<file path="config.mk">
export PLATFORM = sky130hd
export DESIGN_NAME = sacfg_regs
export DESIGN_NICKNAME = d
export VERILOG_FILES = /design/src/logic/sacfg_pkg.sv /design/src/logic/sacfg_decode.sv /design/src/logic/sacfg_regs.sv
export SDC_FILE = /design/constraint.sdc
export NUM_CORES = 1
export LEC_CHECK = 0
export ABC_AREA = 0
export BUFFER_PORTS_ARGS = -buffer_cell sky130_fd_sc_hd__buf_2
export CAP_MARGIN = 20
export CORE_MARGIN = 5
export CORE_UTILIZATION = 35
export DETAILED_ROUTE_END_ITERATION = 10
export PLACE_DENSITY = 0.61
export SLEW_MARGIN = 40
export SYNTH_ARGS = -nofsm -noshare
export SYNTH_HDL_FRONTEND = slang
export SYNTH_SLANG_ARGS = --single-unit
</file>
<file path="constraint.sdc">
create_clock -name core_clk -period 5.78 [get_ports core_clk]
set_clock_uncertainty 0.05 [all_clocks]
set_input_delay 0.289 -clock core_clk [delete_from_list [all_inputs] [get_ports core_clk]]
set_output_delay 0.289 -clock core_clk [all_outputs]
set_load 0.05 [all_outputs]
</file>
<file path="src/logic/sacfg_pkg.sv">
// package of constants and types for the first slot afe configuration registers
// Operation
// - reference voltage field bits 5:4, resets 3
// - per-channel enable: ch1 local, ch2-4 from 0x55
// - enable clear: one gain for all channels
// - gain field bits 1:0 resets to zero
// - bit 7 turns integrator into buffer
// - path word at 0x43 resets 0xADA5
package sacfg_pkg;
    // register indices (printed offsets are not all multiples of four)
    localparam logic [7:0] SACFG_AMP_CTRL_IDX = 8'h42;
    localparam logic [7:0] SACFG_PATH_SEL_IDX = 8'h43;
    localparam logic [7:0] SACFG_CH_GAIN_IDX = 8'h55;
    // field positions in the amp control word
    localparam int SACFG_GAIN_LSB = 0;
    localparam int SACFG_VREF_LSB = 4;
    localparam int SACFG_IND_EN_BIT = 6;
    localparam int SACFG_AS_BUF_BIT = 7;
    // reset values
    localparam logic [15:0] SACFG_AMP_CTRL_RST = 16'h0030;
    localparam logic [15:0] SACFG_PATH_SEL_RST = 16'hADA5;
    localparam logic [15:0] SACFG_CH_GAIN_RST = 16'h0000;
    // defined path codes
    localparam logic [15:0] SACFG_PATH_FULL = 16'hADA5;
    localparam logic [15:0] SACFG_PATH_BUF = 16'hAE65;
    localparam logic [15:0] SACFG_PATH_NOBUF = 16'hB065;
    // axi responses
    localparam logic [1:0] SACFG_RESP_OKAY = 2'h0;
    localparam logic [1:0] SACFG_RESP_SLVERR = 2'h2;

    // decoded analog settings handed to the front end
    typedef struct packed {
        logic [1:0] ref_voltage;
        logic [1:0] gain_ch1;
        logic [1:0] gain_ch2;
        logic [1:0] gain_ch3;
        logic [1:0] gain_ch4;
        logic integrator_as_buffer;
        logic per_channel_gain_enable;
        logic full_analog_chain_mode;
        logic amp_to_adc_mode;
        logic path_reserved;
    } sacfg_afe_s;
endpackage

</file>
<file path="src/logic/sacfg_decode.sv">
// decode of stored register words into analog front end settings
module sacfg_decode (
    input wire logic [15:0] amp_ctrl,
    input wire logic [15:0] path_sel,
    input wire logic [15:0] ch_gain,
    output sacfg_pkg::sacfg_afe_s afe
);
    import sacfg_pkg::*;
    // local aliases for the fields
    wire logic [1:0] first_slot_amp_gain = amp_ctrl[SACFG_GAIN_LSB +: 2];
    wire logic first_slot_per_channel_gain_enable = amp_ctrl[SACFG_IND_EN_BIT];
    wire logic path_full = (path_sel == SACFG_PATH_FULL);
    wire logic path_buf = (path_sel == SACFG_PATH_BUF);
    wire logic path_nobuf = (path_sel == SACFG_PATH_NOBUF);

    assign afe.ref_voltage = amp_ctrl[SACFG_VREF_LSB +: 2];
    assign afe.gain_ch1 = first_slot_amp_gain;
    // channels 2-4 switch source on the enable bit
    assign afe.gain_ch2 = first_slot_per_channel_gain_enable ? ch_gain[1:0]
                                                             : first_slot_amp_gain;
    assign afe.gain_ch3 = first_slot_per_channel_gain_enable ? ch_gain[3:2]
                                                             : first_slot_amp_gain;
    assign afe.gain_ch4 = first_slot_per_channel_gain_enable ? ch_gain[5:4]
                                                             : first_slot_amp_gain;
    assign afe.integrator_as_buffer = amp_ctrl[SACFG_AS_BUF_BIT];
    assign afe.per_channel_gain_enable = first_slot_per_channel_gain_enable;
    assign afe.full_analog_chain_mode = path_full;
    // buffer path only counts when software kept its side of the bargain
    wire logic buf_path_armed = path_buf && amp_ctrl[SACFG_AS_BUF_BIT];
    assign afe.amp_to_adc_mode = path_nobuf || buf_path_armed;
    assign afe.path_reserved = !(path_full || path_buf || path_nobuf);
endmodule // sacfg_decode

</file>
<file path="src/logic/sacfg_regs.sv">
// axi4-lite register bank for the first slot afe configuration
//
// The AXI4-Lite register port was chosen for this implementation.
module sacfg_regs (
    input wire logic core_clk,
    input wire logic rst_b,
    input wire logic [9:0] s_axi_awaddr,
    input wire logic s_axi_awvalid,
    output logic s_axi_awready,
    input wire logic [31:0] s_axi_wdata,
    input wire logic [3:0] s_axi_wstrb,
    input wire logic s_axi_wvalid,
    output logic s_axi_wready,
    output logic [1:0] s_axi_bresp,
    output logic s_axi_bvalid,
    input wire logic s_axi_bready,
    input wire logic [9:0] s_axi_araddr,
    input wire logic s_axi_arvalid,
    output logic s_axi_arready,
    output logic [31:0] s_axi_rdata,
    output logic [1:0] s_axi_rresp,
    output logic s_axi_rvalid,
    input wire logic s_axi_rready,
    output sacfg_pkg::sacfg_afe_s afe_cfg
);
    import sacfg_pkg::*;
    // one write and one read at a time; a second request simply waits on ready

    // stored words, one per mapped index
    logic [15:0] amp_q; // amp control: gain, vref, per-channel enable, buffer bit
    logic [15:0] path_q; // path select code, reserved codes kept as written
    logic [15:0] chg_q; // gains of channels two to four, only bits 5:0 live
    // captured write address and data, held until both have arrived
    logic aw_have_q; // address half taken, waiting for commit
    logic w_have_q; // data half taken, waiting for commit
    logic [7:0] aw_idx_q;
    logic [31:0] wdata_q;
    logic [3:0] wstrb_q;
    logic bvalid_q; // write response pending
    logic rvalid_q; // read data pending
    logic [1:0] bresp_q; // code of the pending write response
    logic [1:0] rresp_q; // code of the pending read response
    logic [31:0] rdata_q;

    // ready while the slot is free and no response waits
    assign s_axi_awready = !aw_have_q && !bvalid_q;
    assign s_axi_wready = !w_have_q && !bvalid_q;
    assign s_axi_arready = !rvalid_q;
    // responses come straight from flip-flops so the bus never sees a glitch
    assign s_axi_bvalid = bvalid_q;
    assign s_axi_bresp = bresp_q;
    assign s_axi_rvalid = rvalid_q;
    assign s_axi_rresp = rresp_q;
    assign s_axi_rdata = rdata_q;

    // a half is taken at the edge where its valid meets its ready
    wire logic aw_hs = s_axi_awvalid && s_axi_awready;
    wire logic w_hs = s_axi_wvalid && s_axi_wready;
    wire logic ar_hs = s_axi_arvalid && s_axi_arready;
    // commit when both halves present
    wire logic do_write = aw_have_q && w_have_q && !bvalid_q;
    // commit waits for the old response, so a pending bresp is never overwritten
    wire logic wr_amp = do_write && (aw_idx_q == SACFG_AMP_CTRL_IDX);
    wire logic wr_path = do_write && (aw_idx_q == SACFG_PATH_SEL_IDX);
    wire logic wr_chg = do_write && (aw_idx_q == SACFG_CH_GAIN_IDX);
    wire logic wr_hit = wr_amp || wr_path || wr_chg;
    // byte merge of the low two lanes; upper lanes land in no storage
    wire logic [15:0] wmask = {{8{wstrb_q[1]}}, {8{wstrb_q[0]}}};
    wire logic [15:0] amp_d = (amp_q & ~wmask) | (wdata_q[15:0] & wmask);
    wire logic [15:0] path_d = (path_q & ~wmask) | (wdata_q[15:0] & wmask);
    wire logic [15:0] chg_d = (chg_q & ~wmask) | (wdata_q[15:0] & wmask);
    // read decode: index is byte address over four
    wire logic [7:0] ar_idx = s_axi_araddr[9:2];
    wire logic rd_amp = (ar_idx == SACFG_AMP_CTRL_IDX);
    wire logic rd_path = (ar_idx == SACFG_PATH_SEL_IDX);
    wire logic rd_chg = (ar_idx == SACFG_CH_GAIN_IDX);
    // unmapped indices read as zero
    wire logic [15:0] rd_word = rd_amp ? amp_q : rd_path ? path_q : rd_chg ? chg_q : 16'h0000;

    // write channel capture
    always_ff @(posedge core_clk or negedge rst_b) begin
        if (!rst_b) begin
            aw_have_q <= 1'b0;
            w_have_q <= 1'b0;
            aw_idx_q <= 8'h00;
            wdata_q <= 32'h00000000;
            wstrb_q <= 4'h0;
        end else begin
            // address half: taken once, then ready drops until the write response is taken
            if (aw_hs) begin
                aw_have_q <= 1'b1;
                aw_idx_q <= s_axi_awaddr[9:2];
            end else if (do_write) begin
                aw_have_q <= 1'b0;
            end
            // data half: strobes travel with the data
            if (w_hs) begin
                w_have_q <= 1'b1;
                wdata_q <= s_axi_wdata;
                wstrb_q <= s_axi_wstrb;
            end else if (do_write) begin
                w_have_q <= 1'b0;
            end
        end
    end

    // storage, reads return what was written, except chg_q, which keeps only bits 5:0
    always_ff @(posedge core_clk or negedge rst_b) begin
        if (!rst_b) begin
            amp_q <= SACFG_AMP_CTRL_RST;
            path_q <= SACFG_PATH_SEL_RST;
            chg_q <= SACFG_CH_GAIN_RST;
        end else begin
            // a write to an unmapped index touches nothing, so a stray address is harmless
            if (wr_amp) amp_q <= amp_d;
            if (wr_path) path_q <= path_d;
            if (wr_chg) chg_q <= {10'h000, chg_d[5:0]};
        end
    end

    // write response
    always_ff @(posedge core_clk or negedge rst_b) begin
        if (!rst_b) begin
            bvalid_q <= 1'b0;
            bresp_q <= SACFG_RESP_OKAY;
        end else if (do_write) begin
            bvalid_q <= 1'b1;
            // an unmapped index still completes, with an error code
            bresp_q <= wr_hit ? SACFG_RESP_OKAY : SACFG_RESP_SLVERR;
        end else if (s_axi_bready) begin
            bvalid_q <= 1'b0;
        end
    end

    // read response, one cycle after address
    always_ff @(posedge core_clk or negedge rst_b) begin
        if (!rst_b) begin
            rvalid_q <= 1'b0;
            rresp_q <= SACFG_RESP_OKAY;
            rdata_q <= 32'h00000000;
        end else if (ar_hs) begin
            rvalid_q <= 1'b1;
            rresp_q <= (rd_amp || rd_path || rd_chg) ? SACFG_RESP_OKAY : SACFG_RESP_SLVERR;
            // address decoded straight off the bus; no capture stage needed
            rdata_q <= {16'h0000, rd_word};
        end else if (s_axi_rready) begin
            rvalid_q <= 1'b0;
        end
    end

    // analog settings decode
    // pure logic, so settings follow a stored word in the cycle it lands
    sacfg_decode u_decode (
        .amp_ctrl(amp_q),
        .path_sel(path_q),
        .ch_gain(chg_q),
        .afe(afe_cfg)
    );

    // checks
    // reset values, sampled at the first edge after release
    a_vref_reset: assert property (@(posedge core_clk) $rose(rst_b) |->
        amp_q[5:4] == 2'h3)
        else $error("vref field not 3 after reset");
    a_gain_reset: assert property (@(posedge core_clk) $rose(rst_b) |->
        amp_q[1:0] == 2'h0)
        else $error("gain field not 0 after reset");
    a_path_reset: assert property (@(posedge core_clk) $rose(rst_b) |->
        path_q == SACFG_PATH_FULL)
        else $error("path word not full chain after reset");
    // gain routing
    a_ind_gain_src: assert property (@(posedge core_clk) disable iff (!rst_b)
        amp_q[6] |-> afe_cfg.gain_ch4 == chg_q[5:4] && afe_cfg.gain_ch1 == amp_q[1:0])
        else $error("per-channel gain source wrong");
    a_ind_gain_mid: assert property (@(posedge core_clk) disable iff (!rst_b)
        amp_q[6] |-> afe_cfg.gain_ch2 == chg_q[1:0] && afe_cfg.gain_ch3 == chg_q[3:2])
        else $error("per-channel gain of channels two and three wrong");
    a_common_gain: assert property (@(posedge core_clk) disable iff (!rst_b)
        !amp_q[6] |-> afe_cfg.gain_ch2 == amp_q[1:0] && afe_cfg.gain_ch3 == amp_q[1:0])
        else $error("common gain not applied");
    a_buf_bit: assert property (@(posedge core_clk) disable iff (!rst_b)
        afe_cfg.integrator_as_buffer == amp_q[7])
        else $error("buffer bit not passed");
    // path decode
    a_full_mode: assert property (@(posedge core_clk) disable iff (!rst_b)
        path_q == SACFG_PATH_FULL |-> afe_cfg.full_analog_chain_mode && !afe_cfg.path_reserved)
        else $error("full chain code not decoded");
    a_buf_mode: assert property (@(posedge core_clk) disable iff (!rst_b)
        path_q == SACFG_PATH_BUF && !amp_q[7] |-> !afe_cfg.amp_to_adc_mode)
        else $error("buffer path without buffer bit");
    a_nobuf_mode: assert property (@(posedge core_clk) disable iff (!rst_b)
        path_q == SACFG_PATH_NOBUF |-> afe_cfg.amp_to_adc_mode)
        else $error("plain path code not decoded");
    // storage and bus behaviour
    a_write_back: assert property (@(posedge core_clk) disable iff (!rst_b)
        wr_path && wstrb_q[1:0] == 2'h3 |=> path_q == $past(wdata_q[15:0]))
        else $error("path word not stored");
    a_read_back: assert property (@(posedge core_clk) disable iff (!rst_b)
        ar_hs && rd_amp && !wr_amp |=> rvalid_q && rdata_q == {16'h0000, amp_q})
        else $error("read data mismatch");
    // stored words change only on a write to their own index
    a_amp_hold: assert property (@(posedge core_clk) disable iff (!rst_b)
        !wr_amp |=> $stable(amp_q))
        else $error("amp control changed without a write");
    a_path_hold: assert property (@(posedge core_clk) disable iff (!rst_b)
        !wr_path |=> $stable(path_q))
        else $error("path word changed without a write");
    a_chg_hold: assert property (@(posedge core_clk) disable iff (!rst_b)
        !wr_chg |=> $stable(chg_q))
        else $error("channel gain word changed without a write");
    // indices above the bank answer with an error and zero data
    a_wr_unmapped: assert property (@(posedge core_clk) disable iff (!rst_b)
        do_write && aw_idx_q > SACFG_CH_GAIN_IDX |=>
        s_axi_bvalid && s_axi_bresp == SACFG_RESP_SLVERR)
        else $error("unmapped write not refused");
    a_rd_unmapped: assert property (@(posedge core_clk) disable iff (!rst_b)
        ar_hs && ar_idx > SACFG_CH_GAIN_IDX |=>
        s_axi_rvalid && s_axi_rresp == SACFG_RESP_SLVERR && s_axi_rdata == 32'h00000000)
        else $error("unmapped read not refused");

    c_write_amp: cover property (@(posedge core_clk) wr_amp);
    c_read_path: cover property (@(posedge core_clk) ar_hs && rd_path);
    c_ind_en: cover property (@(posedge core_clk) amp_q[6]);
    c_bad_addr: cover property (@(posedge core_clk) s_axi_bvalid && s_axi_bresp == SACFG_RESP_SLVERR);
    c_buf_path: cover property (@(posedge core_clk) path_q == SACFG_PATH_BUF && amp_q[7]);
endmodule // sacfg_regs

</file>
==> summary.md, run 1 <==
| Metric | Value |
|---|---|
| Status | finished, final reports clean |
| Die ar. | 13400 µm² |
| Distinct cells, synth | 41 |
| Primary FF master, synth | dfrtp_1 |
| Crit-path max FO | 3 |
| Drt pass-1 iters | 4 |
| Seq cells post-synth | 86 |
| CP max stage delay | 0.55 ns |
| # setup viols final | 0 |
| Die Y | 116 µm |
| Nets@finish | 446 |
| H-tree Lvls | 3 |
| Clk_lat worst skew | 0.34 ns |
| Vias in the first global route | 2677 |
| Vias per std cell | 4.99 |
| Post-DR wirelength/cell | 16.3 µm |
| Final Cycle Share | 0.439 |
| Slew Limit Fails | 0 |
| # DRC | 0 |
| Clock sink count | 86 |
| Layout Area Growth over Synthesis | 17.6% |
| Starting DRC count in detailed routing | 80 |
| Global route total overflow | 0 |
| Clock transition at the registers of the reported paths | 0.07 ns |
| I/O pins | 119 |
| Core Area | 10900 µm² |
| Port Buffers | 78 |
| Via count | 2634 |
| Global-route wire length before repair | 14300 µm |
| Initial Util | 0.359 |
| Yosys top cell area share | 0.478 |
| Post-route ant nets | 0 |
| Final WL | 8620 µm |
| Post-synth top area cell | dfrtp_1 |
| Post-layout min period | 2.54 ns |
| Final setup TNS | 0 ns |
| Syn Inst Count | 312 |
| CP max-delay cell | dfstp_2 |
| Avg Cell Area, Syn | 12.6 µm² |
| Final instance area | 4620 µm² |
| Finished Layout Cells | 528 |
| Unrepaired setup endpoints after global routing | no |
| Final Hold Fails | 0 |
| Clock root buffer | clkbuf_16 |
| Worst Tran Pin Value | 0.732 ns |
| Dominant cells by area after synthesis | dfrtp_1, mux2_2, dfstp_2 |
| Layout cells sized above 1 | 0.461 |
| Worst VDD drop | 0.000327 V |
| Clk buf depth | 2 |
| Total of warnings raised by yosys | 0 |
| CP startpoint kind | flop |
| CP Cell Sequence | nand4bb_1, nor4_1, and4b_1, a41o_1, buf_2 |
| Pin count of the biggest net entering global routing | 87 |
| Number of diodes | 0 |
| Buf/Inv on CP | 1 |
| Arr. time, crit path | 2.20 ns |
| Die width | 116 µm |
| CP Class | reg -> out |
| Synth async-reset ratio | 1.00 |
| Top post-synthesis cells by count | dfrtp_1, mux2_2, nor2_1, buf_4, a221oi_1 |
| Lkg Pwr | 2.26 nW |
| Worst setup EP type | primary output |
| Count leader, synth | dfrtp_1 |
| TritonCTS buffer count | 9 |
| Power per cell area | 432 nW/µm² |
| Cell family with the largest share of critical-path delay | simple AND/OR/NAND/NOR gates |
| Final core occ | 0.422 |
| Rows | 38 |
| Register area share after synthesis | 0.552 |
| DP Area | 4330 µm² |
| # placed instances | 511 |
| R2r worst-path depth | 4 |
| GP Congestion | 0.779 |
| Antenna violations before repair | 0 |
| GR Util All Layers | 0.140 |
| Hold path depth | 2 |
| Critical path data required time | 5.44 ns |
| Worst slew margin | 0.510 |
| HPWL after DPL | 6180 µm |
| CTS tree | done |
| WP depth | 5 |
| Worst Hold Class | in -> reg |
| Post-Syn Area | 3930 µm² |
| Max-cap viol count | 0 |
| Number of synthesized flops with an enable pin | 0 |
| Max Fclk | 394 MHz |
## cells in the final DEF (no fill, tap or decap), types with 2 or more instances in the layout
master	Yosys	routed
dfstp_2	11	11
clkbuf_8	0	2
a21oi_1	3	3
mux2_2	62	62
nor2_8	2	2
nor3_1	12	12
mux2_1	2	2
conb_1	1	18
nand2b_1	3	2
clkinv_2	0	3
dfrtp_1	75	75
nand3b_2	2	2
nand2_1	15	15
and4_1	2	2
inv_1	4	4
and2_1	3	2
a21o_1	3	3
clkbuf_1	8	2
nor3b_1	2	2
and3_1	2	2
nor2_1	32	32
o21ai_0	2	2
nand3b_1	3	3
buf_2	2	77
a221oi_1	16	16
clkbuf_16	0	9
nor4b_2	2	2
a41o_1	2	2
## path summary, 6_finish.rpt
kind / to / slack [ns] / startpoint
min in group asynchronous: s_axi_bvalid / 0.51 / rst_b
max in group asynchronous: wdata_q[11] / 4.70 / rst_b
worst min register to register: s_axi_rresp[1] / 0.44 / s_axi_rresp[1]
worst min-delay path: s_axi_bvalid / 0.07 / s_axi_bready
worst max-delay path: afe_cfg[1] / 3.24 / flop
worst max register to register: flop / 3.60 / aw_idx_q[3]
## cells by family (layout without fill, tap and decap cells)
logic type             Yosys count  after routing  share of synthesized area
AOI/OAI and AO/OA               28             28                     0.0567
other                            1             18                   0.000955
muxes                           64             64                      0.184
and+or+nand+nor                 93             93                      0.144
buffers and inverters           40             99                     0.0628
DFF                             86             86                      0.552
## per-stage QoR
step / hold slack, ns / total power, mW / setup WS, ns
after floorplan: -0.0566 / 1.34 / 3.16
after global placement: 0.419 / 1.46 / 3.63
after detailed placement: 0.361 / 1.48 / 3.60
after CTS: 0.0610 / 2.02 / 3.24
after global routing: 0.0816 / 2.11 / 3.20
final: 0.0699 / 1.99 / 3.24
## worst register-to-register path: stages, from the launching register on
cell and delay, ns:
dfrtp_1 0.38, or4b_4 0.59, or3b_4 0.46, nor2_8 0.21, mux2_2 0.37
## routing by layer
layer,up-vias,global-route usage,wire [µm]
met3,11,0.0501,728
met5,-,0,0
met1,1308,0.188,3840
met2,93,0.206,3920
li1,1222,-,-
met4,0,0.0534,134
## power by group
part / leakage (nW) / total (mW) / switching, mW / internal (mW)
Sequential: 1.06 / 0.894 / 0.126 / 0.767
Clock: 0.132 / 0.533 / 0.232 / 0.301
Combinational: 1.07 / 0.568 / 0.359 / 0.210
## cell type report
type	instances	area, µm²
multi-input cells	203	1580
clock inverters	4	22.5
repair buffers	79	409
clock buffers	12	246
fillers	1057	6320
flip-flops and latches	86	2170
well taps	140	175
inverters	4	15.0
## what timing repair did
item	in CTS	in global routing
resized for setup	0	0
hold buffers	1	0
setup buffers	0	0
hold endpoints to repair	24	0
Note: power is estimated with default switching activity, not from simulation.
==> run 2: changes to the inputs <==
clock period = 2.55 ns   (was 5.78 ns; I/O delays follow)
==> summary.md, run 2 (same netlist as run 1, synthesis figures left out) <==
| Metric | Value |
|---|---|
| I/O pins | 119 |
| Critical path data required time | 2.37 ns |
| Arr. time, crit path | 2.22 ns |
| Worst Hold Class | in -> reg |
| Number of diodes | 0 |
| Unrepaired setup endpoints after global routing | no |
| H-tree Lvls | 3 |
| CP Class | reg -> out |
| Vias per std cell | 4.85 |
| Hold Crit Endpoint | w_have_q |
| Final Cycle Share | 0.942 |
| Layout cells sized above 1 | 0.436 |
| Fill count | 1024 |
| Final Hold Fails | 0 |
| CP startpoint kind | flop |
| Status | finished, final reports clean |
| Worst slew margin | 0.557 |
| Hold path depth | 3 |
| Hold Crit Start | s_axi_wvalid |
| Drt pass-1 iters | 4 |
| Core Area | 10900 µm² |
| HPWL after DPL | 6290 µm |
| Lkg Pwr | 2.41 nW |
| Worst Tran Pin Value | 0.662 ns |
| Antenna violations before repair | 0 |
| Clk buf depth | 2 |
| Final setup TNS | 0 ns |
| Max Fclk | 416 MHz |
| WHS | 0.00178 ns |
| Worst setup EP type | primary output |
| Pre-CTS setup slack | 0.388 ns |
| Layout Area Growth over Synthesis | 26.0% |
| Clock sink count | 86 |
| Die ar. | 13400 µm² |
| Pin count of the biggest net entering global routing | 69 |
| Starting DRC count in detailed routing | 69 |
| Final WL | 8560 µm |
| Post-CTS sizing | 0 |
| Slew Limit Fails | 0 |
| Via count | 2714 |
| CP Cell Sequence | nand4bb_1, nor4_1, and4b_1, a41o_1, buf_2 |
| Nets@finish | 478 |
| CP max stage delay | 0.54 ns |
| Reg area | 2170 µm² |
| Post-DR wirelength/cell | 15.3 µm |
| Power per cell area | 930 nW/µm² |
| Worst VDD drop | 0.000585 V |
| RR Startpoint | aw_idx_q[3] |
| R2r worst-path depth | 4 |
| Clk_lat worst skew | 0.33 ns |
| Multi-input gate area | 1580 µm² |
| CP max-delay cell | dfstp_2 |
| Die Y | 116 µm |
| Global-route wire length before repair | 14000 µm |
| # setup viols final | 0 |
| GR Util All Layers | 0.134 |
| Global route total overflow | 0 |
| GP Congestion | 0.815 |
| Post-route ant nets | 0 |
| CTS tree | done |
| Post-route setup slack | 0.148 ns |
| Rows | 38 |
| Initial Util | 0.359 |
| Clock transition at the registers of the reported paths | 0.06 ns |
| Port Buffers | 78 |
| TritonCTS buffer count | 9 |
| Clock root buffer | clkbuf_16 |
| Commonest non-fill, non-tap cell in the layout | buf_2 |
| Crit-path max FO | 3 |
| # DRC | 0 |
| Worst reg-to-reg setup slack | 0.39 ns |
| Vias in the first global route | 2716 |
| Post-layout min period | 2.40 ns |
| Commonest non-fill, non-tap cells in the layout | buf_2, dfrtp_1, mux2_2 |
| Max-cap viol count | 0 |
| Die width | 116 µm |
run 2: how the worst max path moves through the flow:
stage,start,to,cells past startpoint
floorplan,s_axi_bvalid,aw_idx_q[0],4
global placement,aw_idx_q[3],flop,4
detailed placement,aw_idx_q[3],flop,4
CTS,flop,afe_cfg[1],5
global route,flop,afe_cfg[1],5
finish,flop,afe_cfg[1],5
run 2: per-layer routing:
| metal | global-route usage | share of wire | up-vias | wire length [µm] |
|---|---|---|---|---|
| met2 | 0.214 | 0.46 | 85 | 3940 |
| met3 | 0.0324 | 0.067 | 10 | 573 |
| li1 | - | - | 1288 | - |
| met5 | 0 | 0 | - | 0 |
| met1 | 0.182 | 0.46 | 1331 | 3920 |
| met4 | 0.0418 | 0.014 | 0 | 118 |
run 2: report_power, final:
group | internal, mW | switching, mW
logic | 0.515 | 0.817
registers | 1.74 | 0.300
clock network | 0.711 | 0.519
run 2: what timing repair did:
action,in CTS,in global routing
setup buffers,0,0
hold endpoints to repair,86,0
hold buffers,29,0
run 2: cell type report:
cell class | count | share of cell area
timing repair buffer | 111 | 0.147
tap | 140 | 0.0354
clock inverter | 5 | 0.00683
sequential | 86 | 0.438
clock buffer | 11 | 0.0511
inverter | 4 | 0.00303
multi-input combinational | 203 | 0.319
run 2: worst max-delay path, delay by kind of cell, from the launching register on:
| family | cells | cell delay, ns |
|---|---|---|
| simple gates | 3 | 0.89 |
| compound gates | 1 | 0.19 |
| buf+inv | 1 | 0.26 |
| flops | 1 | 0.54 |
run 2: through the flow:
step / total power, mW / util / cell area, µm² / cells
after floorplan: 3.04 / - / 3990 / 329
after global placement: 3.33 / 0.400 / 4370 / 515
after detailed placement: 3.38 / 0.400 / 4370 / 515
after CTS: 4.67 / 0.453 / 4950 / 560
after global routing: 4.86 / 0.453 / 4950 / 560
final: 4.60 / 0.453 / 4950 / 560
